**src/hdl/fmo_pkg.sv**
```systemverilog
package fmo_pkg;

  // ==========================================================
  // Widths
  // ==========================================================
  localparam int WORD_W       = 16;
  localparam int MANT_IN_W    = 12;
  localparam int MANT_OUT_W   = 16;
  localparam int EXP_W        = 4;
  localparam int PAGE_W       = 3;
  localparam int PTR_W        = 6;
  localparam int DADDR_W      = 9;
  localparam int PROD_W       = 24;
  localparam int BOOTH_DIGITS = 6;
  localparam int TRUNC_BITS   = 6;

  // ==========================================================
  // Memory map
  // ==========================================================
  localparam int RAM_WORDS     = 200;
  localparam int RAM_PAGE_SIZE = 50;
  localparam int ROM_WORDS     = 128;
  localparam int ROM_PAGE_SIZE = 32;
  localparam int GR_COUNT      = 4;
  localparam int RAM_IDX_W     = 8;
  localparam int ROM_IDX_W     = 7;

  // ==========================================================
  // Exponent limits and saturation values
  // ==========================================================
  localparam logic signed [5:0] EXP_SUM_OVF   = 6'sd8;
  localparam logic signed [5:0] EXP_SUM_UNF   = -6'sd8;
  localparam logic [EXP_W-1:0]  EXP_MAX       = 4'h7;
  localparam logic [EXP_W-1:0]  EXP_MIN       = 4'h8;
  localparam logic [EXP_W-1:0]  EXP_FIXED     = 4'h0;
  localparam logic [15:0]       MANT_POS_MAX  = 16'h7FFF;
  localparam logic [15:0]       MANT_NEG_MAX  = 16'h8000;
  localparam logic [11:0]       MANT_IN_MINUS1 = 12'h800;
  localparam logic [15:0]       WORD_RESET    = 16'h0000;

  // ==========================================================
  // Types
  // ==========================================================
  typedef enum logic [1:0] {
    FMO_MODE_PTR_XY,
    FMO_MODE_PTR_XG,
    FMO_MODE_DIRECT
  } fmo_mode_type;

  typedef struct packed {
    fmo_mode_type             mode;
    logic [PAGE_W-1:0]        x_page;
    logic [PAGE_W-1:0]        y_page;
    logic [DADDR_W-1:0]       direct_addr;
  } fmo_instr_type;

  typedef struct packed {
    logic                     en;
    logic                     from_latch;
    logic                     to_working_register;
  } fmo_write_type;

  typedef struct packed {
    logic [MANT_OUT_W-1:0]    mant;
    logic [EXP_W-1:0]         exp;
  } fmo_float_type;

endpackage

```
**src/hdl/fmo_float_multiplier_operand_memory.sv**
```systemverilog
`timescale 1ns/1ps
// How it works
// RULE1: Multiply two 12-bit two's complement mantissas into a 16-bit product.
// RULE2: Add the two 4-bit exponents into a 4-bit result exponent.
// RULE3: Radix-4 Booth recoding gives six partial products, two bits apart.
// RULE4: Exponent sum +8, unnormalized: shift mantissa left one, exponent +7.
// RULE5: Exponent sum above +8, unnormalized: saturate mantissa keeping sign, exponent +7.
// RULE6: Exponent sum +8 or more, normalized: exponent +7, saturate mantissa keeping sign.
// RULE7: Exponent n of -8 or less: exponent -8, shift mantissa right by -8-n.
// RULE8: Minus one times minus one gives largest positive mantissa.
// RULE9: Drop partial product bits in the lowest six places; keep upper 16, no rounding.
// RULE10: Zero Y operand yields zero product; zero X need not.
// RULE11: Program multiplies in the same mode as the consuming add.
// RULE12: Program supplies normalized mantissas when exponent is above -8.
// RULE13: 200-word RAM, 128-word ROM, four working registers, two words per cycle.
// RULE14: RAM has four 50-word pages 0 to 3; two pages readable together.
// RULE15: Pointer mode: one RAM pointer offset, X page feeds X, Y page feeds Y.
// RULE16: RAM writes from accumulator or data latch go to pointer plus Y page.
// RULE17: Direct mode: 9-bit address drives the Y page and pointer lines.
// RULE18: ROM pages 4 to 7 by ROM pointer; one word may feed both buses.
// RULE19: Program uses one identical page when both page fields select ROM.
// RULE20: Sub-mode reads RAM or ROM to X while a working register feeds Y.
// RULE21: Direct mode multiplies the accumulator by the Y bus word.
// RULE22: Floating point stores keep only the upper 12 accumulator mantissa bits.
// RULE23: Two's complement mantissa and exponent, sign on top, exponent -8 to 7.
// RULE24: Product and exponent registered at cycle end for the adder next cycle.
module fmo_float_multiplier_operand_memory
  import fmo_pkg::*;
#(
  parameter logic [ROM_WORDS-1:0][WORD_W-1:0] ROM_INIT = '0
) (
  input  wire logic                  clk_i,
  input  wire logic                  rst_n_i,
  input  wire fmo_instr_type         instr_i,
  input  wire logic                  op_valid_i,
  input  wire logic                  float_mode_i,
  input  wire logic [PTR_W-1:0]      ram_ptr_i,
  input  wire logic [PTR_W-1:0]      rom_ptr_i,
  input  wire fmo_float_type         acc_i,
  input  wire logic [WORD_W-1:0]     data_holding_latch_i,
  input  wire fmo_write_type         write_i,
  output logic [WORD_W-1:0]          x_bus_o,
  output logic [WORD_W-1:0]          y_bus_o,
  output fmo_float_type              product_o,
  output logic                       product_valid_o
);

  // ==========================================================
  // Storage
  // ==========================================================
  logic [WORD_W-1:0]  ram_reg [0:RAM_WORDS-1];
  logic [WORD_W-1:0]  gr_reg  [0:GR_COUNT-1];

  // ==========================================================
  // Address formation
  // ==========================================================
  wire logic               is_direct;
  wire logic               is_xg;
  wire logic [PAGE_W-1:0]  eff_y_page;
  wire logic [PTR_W-1:0]   eff_ram_ptr;
  wire logic [PTR_W-1:0]   eff_rom_ptr;

  assign is_direct   = (instr_i.mode == FMO_MODE_DIRECT);
  assign is_xg       = (instr_i.mode == FMO_MODE_PTR_XG);
  assign eff_y_page  = is_direct ? instr_i.direct_addr[DADDR_W-1 -: PAGE_W]
                                 : instr_i.y_page;                        // see RULE17
  assign eff_ram_ptr = is_direct ? instr_i.direct_addr[PTR_W-1:0] : ram_ptr_i; // see RULE17
  assign eff_rom_ptr = is_direct ? instr_i.direct_addr[PTR_W-1:0] : rom_ptr_i;

  function automatic logic [RAM_IDX_W-1:0] ram_index(input logic [1:0] page,
                                                      input logic [PTR_W-1:0] off);
    logic [RAM_IDX_W-1:0] base;
    base = RAM_IDX_W'(page) * RAM_IDX_W'(RAM_PAGE_SIZE);
    return base + RAM_IDX_W'(off);
  endfunction

  function automatic logic [ROM_IDX_W-1:0] rom_index(input logic [1:0] page,
                                                      input logic [PTR_W-1:0] off);
    return {page, off[4:0]};
  endfunction

  wire logic                  x_is_rom;
  wire logic                  y_is_rom;
  wire logic                  x_off_ok;
  wire logic                  y_off_ok;
  wire logic [RAM_IDX_W-1:0]  x_ram_idx;
  wire logic [RAM_IDX_W-1:0]  y_ram_idx;
  wire logic [ROM_IDX_W-1:0]  x_rom_idx;
  wire logic [ROM_IDX_W-1:0]  y_rom_idx;

  assign x_is_rom  = instr_i.x_page[PAGE_W-1];                             // see RULE18
  assign y_is_rom  = eff_y_page[PAGE_W-1];                                 // see RULE18
  assign x_off_ok  = (eff_ram_ptr < PTR_W'(RAM_PAGE_SIZE));                // see RULE14
  assign y_off_ok  = x_off_ok;
  assign x_ram_idx = ram_index(instr_i.x_page[1:0], eff_ram_ptr);          // see RULE15
  assign y_ram_idx = ram_index(eff_y_page[1:0], eff_ram_ptr);              // see RULE15
  assign x_rom_idx = rom_index(instr_i.x_page[1:0], eff_rom_ptr);
  assign y_rom_idx = rom_index(eff_y_page[1:0], eff_rom_ptr);

  // ==========================================================
  // Bus read selection
  // ==========================================================
  wire logic [WORD_W-1:0]  x_ram_word;
  wire logic [WORD_W-1:0]  y_ram_word;
  wire logic [WORD_W-1:0]  x_mem_word;
  wire logic [WORD_W-1:0]  y_mem_word;
  wire logic [WORD_W-1:0]  x_bus;
  wire logic [WORD_W-1:0]  y_bus;

  assign x_ram_word = x_off_ok ? ram_reg[x_ram_idx] : WORD_RESET;          // see RULE14
  assign y_ram_word = y_off_ok ? ram_reg[y_ram_idx] : WORD_RESET;
  assign x_mem_word = x_is_rom ? ROM_INIT[x_rom_idx] : x_ram_word;         // see RULE18
  assign y_mem_word = y_is_rom ? ROM_INIT[y_rom_idx] : y_ram_word;         // see RULE18
  assign x_bus      = is_direct ? WORD_RESET : x_mem_word;                 // see RULE13
  assign y_bus      = is_xg ? gr_reg[instr_i.y_page[1:0]] : y_mem_word;    // see RULE20

  // ==========================================================
  // Multiplier operand selection
  // ==========================================================
  wire logic [MANT_IN_W-1:0]  x_mant;
  wire logic [MANT_IN_W-1:0]  y_mant;
  wire logic [EXP_W-1:0]      x_exp;
  wire logic [EXP_W-1:0]      y_exp;

  assign x_mant = is_direct ? acc_i.mant[MANT_OUT_W-1 -: MANT_IN_W]
                            : x_bus[WORD_W-1 -: MANT_IN_W];                // see RULE21
  assign x_exp  = is_direct ? acc_i.exp : x_bus[EXP_W-1:0];                // see RULE21
  assign y_mant = y_bus[WORD_W-1 -: MANT_IN_W];                            // see RULE1
  assign y_exp  = y_bus[EXP_W-1:0];                                        // see RULE23

  // ==========================================================
  // Booth mantissa multiplier
  // ==========================================================
  wire logic [MANT_IN_W:0]  y_ext;
  wire logic [PROD_W-1:0]   pp_trunc [0:BOOTH_DIGITS-1];

  assign y_ext = {y_mant, 1'b0};

  genvar gi;
  generate
    for (gi = 0; gi < BOOTH_DIGITS; gi++) begin : g_booth
      wire logic               b_neg;
      wire logic               b_one;
      wire logic               b_two;
      wire logic [PROD_W-1:0]  x_sx;
      wire logic [PROD_W-1:0]  mag;
      wire logic [PROD_W-1:0]  pp;
      wire logic [PROD_W-1:0]  pp_shift;

      assign b_neg = y_ext[2*gi+2];                                        // see RULE3
      assign b_one = y_ext[2*gi+1] ^ y_ext[2*gi];                          // see RULE3
      assign b_two = (y_ext[2*gi+2] & ~y_ext[2*gi+1] & ~y_ext[2*gi])
                   | (~y_ext[2*gi+2] & y_ext[2*gi+1] & y_ext[2*gi]);       // see RULE3
      assign x_sx  = PROD_W'(signed'(x_mant));
      assign mag   = b_one ? x_sx : (b_two ? {x_sx[PROD_W-2:0], 1'b0} : '0);
      assign pp    = b_neg ? (~mag + PROD_W'(1)) : mag;
      assign pp_shift = pp << (2 * gi);                                    // see RULE3
      assign pp_trunc[gi] = {pp_shift[PROD_W-1:TRUNC_BITS], {TRUNC_BITS{1'b0}}}; // see RULE9
    end
  endgenerate

  logic [PROD_W-1:0] prod_sum;

  always_comb begin
    prod_sum = '0;
    for (int i = 0; i < BOOTH_DIGITS; i++) begin
      prod_sum = prod_sum + pp_trunc[i];                                   // see RULE10
    end
  end

  wire logic                   both_minus1;
  wire logic [MANT_OUT_W-1:0]  mant_raw;
  wire logic [MANT_OUT_W-1:0]  mant_fix;

  assign both_minus1 = (x_mant == MANT_IN_MINUS1) && (y_mant == MANT_IN_MINUS1);
  assign mant_raw    = prod_sum[PROD_W-2 -: MANT_OUT_W];                   // see RULE9
  assign mant_fix    = both_minus1 ? MANT_POS_MAX : mant_raw;              // see RULE8

  // ==========================================================
  // Exponent addition and protection
  // ==========================================================
  wire logic signed [5:0]      exp_sum;
  wire logic                   mant_norm;
  wire logic                   ovf_eq8;
  wire logic                   ovf_gt8;
  wire logic                   unf;
  wire logic [5:0]             unf_shift;
  wire logic [MANT_OUT_W-1:0]  mant_sat;
  wire logic [MANT_OUT_W-1:0]  mant_unf;

  assign exp_sum   = 6'(signed'(x_exp)) + 6'(signed'(y_exp));              // see RULE2
  assign mant_norm = mant_fix[MANT_OUT_W-1] ^ mant_fix[MANT_OUT_W-2];
  assign ovf_eq8   = (exp_sum == EXP_SUM_OVF);
  assign ovf_gt8   = (exp_sum > EXP_SUM_OVF);
  assign unf       = (exp_sum <= EXP_SUM_UNF);
  assign unf_shift = 6'(EXP_SUM_UNF - exp_sum);                            // see RULE7
  assign mant_sat  = mant_fix[MANT_OUT_W-1] ? MANT_NEG_MAX : MANT_POS_MAX;
  assign mant_unf  = MANT_OUT_W'($signed(mant_fix) >>> unf_shift);         // see RULE7

  fmo_float_type product_next;

  always_comb begin
    product_next.mant = mant_fix;
    product_next.exp  = EXP_FIXED;
    if (float_mode_i) begin
      product_next.exp = exp_sum[EXP_W-1:0];                               // see RULE2
      if (ovf_eq8 && !mant_norm) begin
        product_next.mant = {mant_fix[MANT_OUT_W-2:0], 1'b0};              // see RULE4
        product_next.exp  = EXP_MAX;                                       // see RULE4
      end else if (ovf_gt8 && !mant_norm) begin
        product_next.mant = mant_sat;                                      // see RULE5
        product_next.exp  = EXP_MAX;                                       // see RULE5
      end else if ((ovf_eq8 || ovf_gt8) && mant_norm) begin
        product_next.mant = mant_sat;                                      // see RULE6
        product_next.exp  = EXP_MAX;                                       // see RULE6
      end else if (unf) begin
        product_next.mant = mant_unf;                                      // see RULE7
        product_next.exp  = EXP_MIN;                                       // see RULE7
      end
    end
  end

  // ==========================================================
  // Write path
  // ==========================================================
  wire logic [WORD_W-1:0]     acc_word;
  wire logic [WORD_W-1:0]     write_word;
  wire logic                  ram_we;
  wire logic                  gr_we;
  wire logic [RAM_IDX_W-1:0]  write_idx;

  assign acc_word   = float_mode_i ? {acc_i.mant[MANT_OUT_W-1 -: MANT_IN_W], acc_i.exp}
                                   : acc_i.mant;                           // see RULE22
  assign write_word = write_i.from_latch ? data_holding_latch_i : acc_word; // see RULE16
  assign write_idx  = y_ram_idx;                                           // see RULE16
  assign ram_we     = write_i.en && !write_i.to_working_register
                   && !y_is_rom && y_off_ok;                               // see RULE16
  assign gr_we      = write_i.en && write_i.to_working_register;

  always_ff @(posedge clk_i) begin
    if (ram_we) begin
      ram_reg[write_idx] <= write_word;                                    // see RULE16
    end
  end

  always_ff @(posedge clk_i) begin
    if (!rst_n_i) begin
      for (int i = 0; i < GR_COUNT; i++) begin
        gr_reg[i] <= WORD_RESET;
      end
    end else if (gr_we) begin
      gr_reg[eff_y_page[1:0]] <= write_word;
    end
  end

  // ==========================================================
  // Output registers
  // ==========================================================
  always_ff @(posedge clk_i) begin
    if (!rst_n_i) begin
      x_bus_o         <= WORD_RESET;
      y_bus_o         <= WORD_RESET;
      product_o       <= '0;
      product_valid_o <= 1'b0;
    end else begin
      x_bus_o         <= x_bus;
      y_bus_o         <= y_bus;
      product_o       <= product_next;                                     // see RULE24
      product_valid_o <= op_valid_i;                                       // see RULE24
    end
  end

endmodule

```
**config.mk**
```make
export PLATFORM = sky130hd
export DESIGN_NAME = fmo_float_multiplier_operand_memory
export DESIGN_NICKNAME = d
export VERILOG_FILES = /design/src/hdl/fmo_pkg.sv /design/src/hdl/fmo_float_multiplier_operand_memory.sv
export SDC_FILE = /design/constraint.sdc
export NUM_CORES = 2
export LEC_CHECK = 0
export BUFFER_PORTS_ARGS = -buffer_cell sky130_fd_sc_hd__clkbuf_2
export CAP_MARGIN = 10
export CORE_AREA = 5 5 549 551
export DETAILED_ROUTE_END_ITERATION = 10
export DIE_AREA = 0 0 554 556
export HOLD_SLACK_MARGIN = 0.02
export MAX_ROUTING_LAYER = met4
export PLACE_DENSITY = 0.69
export REMOVE_ABC_BUFFERS = 1
export SYNTH_ARGS = -nofsm -noshare
export SYNTH_HDL_FRONTEND = slang
export SYNTH_SLANG_ARGS = --single-unit
```
**constraint.sdc**
```tcl
create_clock -name clk_i -period 20.9 [get_ports clk_i]
set_input_delay 2.09 -clock clk_i [delete_from_list [all_inputs] [get_ports clk_i]]
set_output_delay 2.09 -clock clk_i [all_outputs]
set_load 0.1 [all_outputs]
```
==> results.cfg <==
[run_status]
run_status = finished, violations left
violations = max-capacitance violations, max-slew violations

[drt]
drt_iter0_markers = 17860
viasPerCell = 7.342
wl_per_cell_um = 39.10
via_count = 102500
first_pass_iters = 10
wirelength_um = 545900
ant_nets = 0
drc = 0

[global_routing]
first_global_vias = 98730
grt_use_total = 0.3583
antenna_found_initial = 41
grt_pass1_wl_um = 756400
grt_overflow = 0
grt_max_degree = 138

[critical_path]
cp.required_ns = 21.77
slowest_stage = or4_1
reg2reg_slack_ns = 7.66
cp_num_buf_inv = 6
cp_num_cells = 49
crit_family = compound AO/OA/AOI/OAI gates
worstSetupPathType = in2reg
r2r_start = ram_reg[160][7]
crit_end = product_o[9]
rr_worst_depth = 40
crit_arrival_ns = 18.29
critPathMaxFanout = 36
slowest_delay_ns = 0.85
end_kind = flip-flop
crit_path_start = instr_i[16]
start_kind = input port
worstReg2RegEnd = product_o[9]

[floorplan]
rows = 200
ioPinCount = 125
initial_core_util = 0.5374
fp.dieH_um = 556
die-area_sq_um = 308000
dieWidth_um = 554
core_sq_um = 295800

[final_layout]
register_area_sq_um = 99080
drive_above_1_share = 0.2687
multi_input_area_sq_um = 56380
fillers = 21620
nets = 9871
area_growth_pct = 11.36
largest_reg_flops = 3200

[place]
port_buffers = 118
dp_hpwl_um = 343500
routabilityCongestion = 0.9755
place_ws_ns = 3.060

[job]
drv_cap = 1

[cts]
numClockSinks = 3317
htreeDepth = 5
clockBufferDepth = 4
cts_buffers = 344
clkSlewWorstSetupHoldPaths_ns = 0.06
ctsResizeCount = 0
post-cts-setup-buffers = 0
cts-hold-fix-buffers = 0
cts_tree = yes
clk_latency_ns = 0.97
cts_root_buffer = clkbuf_16

[synth]
ys_warn_count = 0
yosys-top-cells-area = edfxtp_1, mux4_2, mux2i_1
netlist_area_sq_um = 158900
avgSynthCellArea_sq_um = 16.78
ys_ff_latch = 3317
synth_edf_count = 3264
synthFlopType = edfxtp_1
synth_common_cells = edfxtp_1, mux4_2, mux2i_1
yosysTopAreaCell = edfxtp_1
netlist.area_leader.share = 0.6167
async_flop_share = 0
yosysMostFrequentCell = edfxtp_1
syn_inst = 9472
yosysSeqAreaShare = 0.6233
synthDistinctLibCells = 126

[timing]
fin_crit_ns = 17.42
max_freq_mhz = 57.41
worst_slack_ns = 3.480
rsz0062_at_grt = false
fin_crit_sh = 0.8335
slew_headroom = -0.04314
drv_slew = 3
worst_pin_slew_ns = 1.550
hold_viol_final = 0
tns_ns = 0
setup_viol = 0
clock_skew_ns = 0.07953

[hold_path]
hp-class = reg2reg
worstHoldStart = gr_reg[1][10]

[power_and_ir_drop]
ir_drop_mv = 0.3904
p_per_area_nw_per_um2 = 132.3
cellLeakagePower_nw = 58.12
metrics by stage:
step	total power, mW	std cells	util	cell area, sq um	hold slack, ns
floorplan	15.85	8760	-	155200	0.6999
global placement	17.07	13280	0.5595	165500	0.9261
detailed placement	17.10	13290	0.5595	165500	0.9153
CTS	23.23	13900	0.5976	176800	0.9301
global route	24.29	13950	0.5983	177000	1.031
finish	23.41	13960	0.5984	177000	0.9565
cell type report:
type	instances	share of cell area
clock buffer	406	0.05119
timing repair buffer	598	0.02577
antenna	47	0.0006645
sequential	3317	0.5597
multi-input combinational	5283	0.3185
clock inverter	213	0.01238
tap	3939	0.02784
inverter	160	0.003874
how the worst min path moves through the flow:
stage / to / slack, ns / depth (start not counted)
floorplan: y_bus_o[2] / 0.70 / 3
global placement: y_bus_o[10] / 0.93 / 3
detailed placement: y_bus_o[3] / 0.92 / 3
CTS: y_bus_o[3] / 0.93 / 3
global route: y_bus_o[3] / 1.03 / 3
finish: y_bus_o[10] / 0.96 / 3
cells by family after synthesis:
| family | share of synthesized area |
|---|---|
| DFF | 0.6233 |
| muxes | 0.2339 |
| and+or+nand+nor | 0.04276 |
| AOI/OAI and AO/OA | 0.05702 |
| buffers and inverters | 0.02763 |
| adders and majority gates | 0.01053 |
| xor gates and xnor gates | 0.004873 |
cells in the final DEF, fill, tap and decap left out, types with 36 or more instances in the layout:
| cell | instances |
|---|---|
| edfxtp_1 | 3264 |
| mux4_2 | 1206 |
| mux2i_1 | 942 |
| nand2_1 | 556 |
| buf_4 | 448 |
| o22ai_1 | 411 |
| clkbuf_16 | 352 |
| o21ai_0 | 275 |
| nor2_1 | 264 |
| nor2_2 | 201 |
| a21oi_1 | 165 |
| nand3_1 | 165 |
| inv_1 | 136 |
| clkbuf_2 | 118 |
| nor3_1 | 100 |
| clkinv_1 | 82 |
| clkinv_2 | 62 |
| a31oi_1 | 58 |
| fa_1 | 58 |
| dfxtp_1 | 53 |
| clkbuf_1 | 49 |
| xnor2_1 | 48 |
| diode_2 | 47 |
| mux2_2 | 42 |
| a22oi_1 | 40 |
| a32oi_1 | 39 |
| bufinv_16 | 36 |
worst reg2reg max path, delay by kind of cell, from the launching register on:
family	cells	cell delay (ns)
compound gates	19	5.27
xor+xnor	5	1.84
flops	1	0.39
mux	2	1.02
buf+inv	2	0.11
simple gates	8	2.71
fa+ha+maj	4	1.86
metal layers:
layer	GRT usage	wire length, um
met1	0.4498	183900
met2	0.5079	239500
met3	0.1278	82760
met4	0.2041	39730
met5	-	0
report_power, final:
| group | internal (mW) | switching (mW) | leakage (nW) | total, mW |
|---|---|---|---|---|
| registers | 7.43 | 0.0169 | 29.6 | 7.44 |
| clock network | 3.55 | 2.64 | 5.49 | 6.19 |
| logic | 3.25 | 6.53 | 23.1 | 9.77 |
| total | 14.2 | 9.19 | 58.1 | 23.4 |
Power figures use the tool's default switching activity.
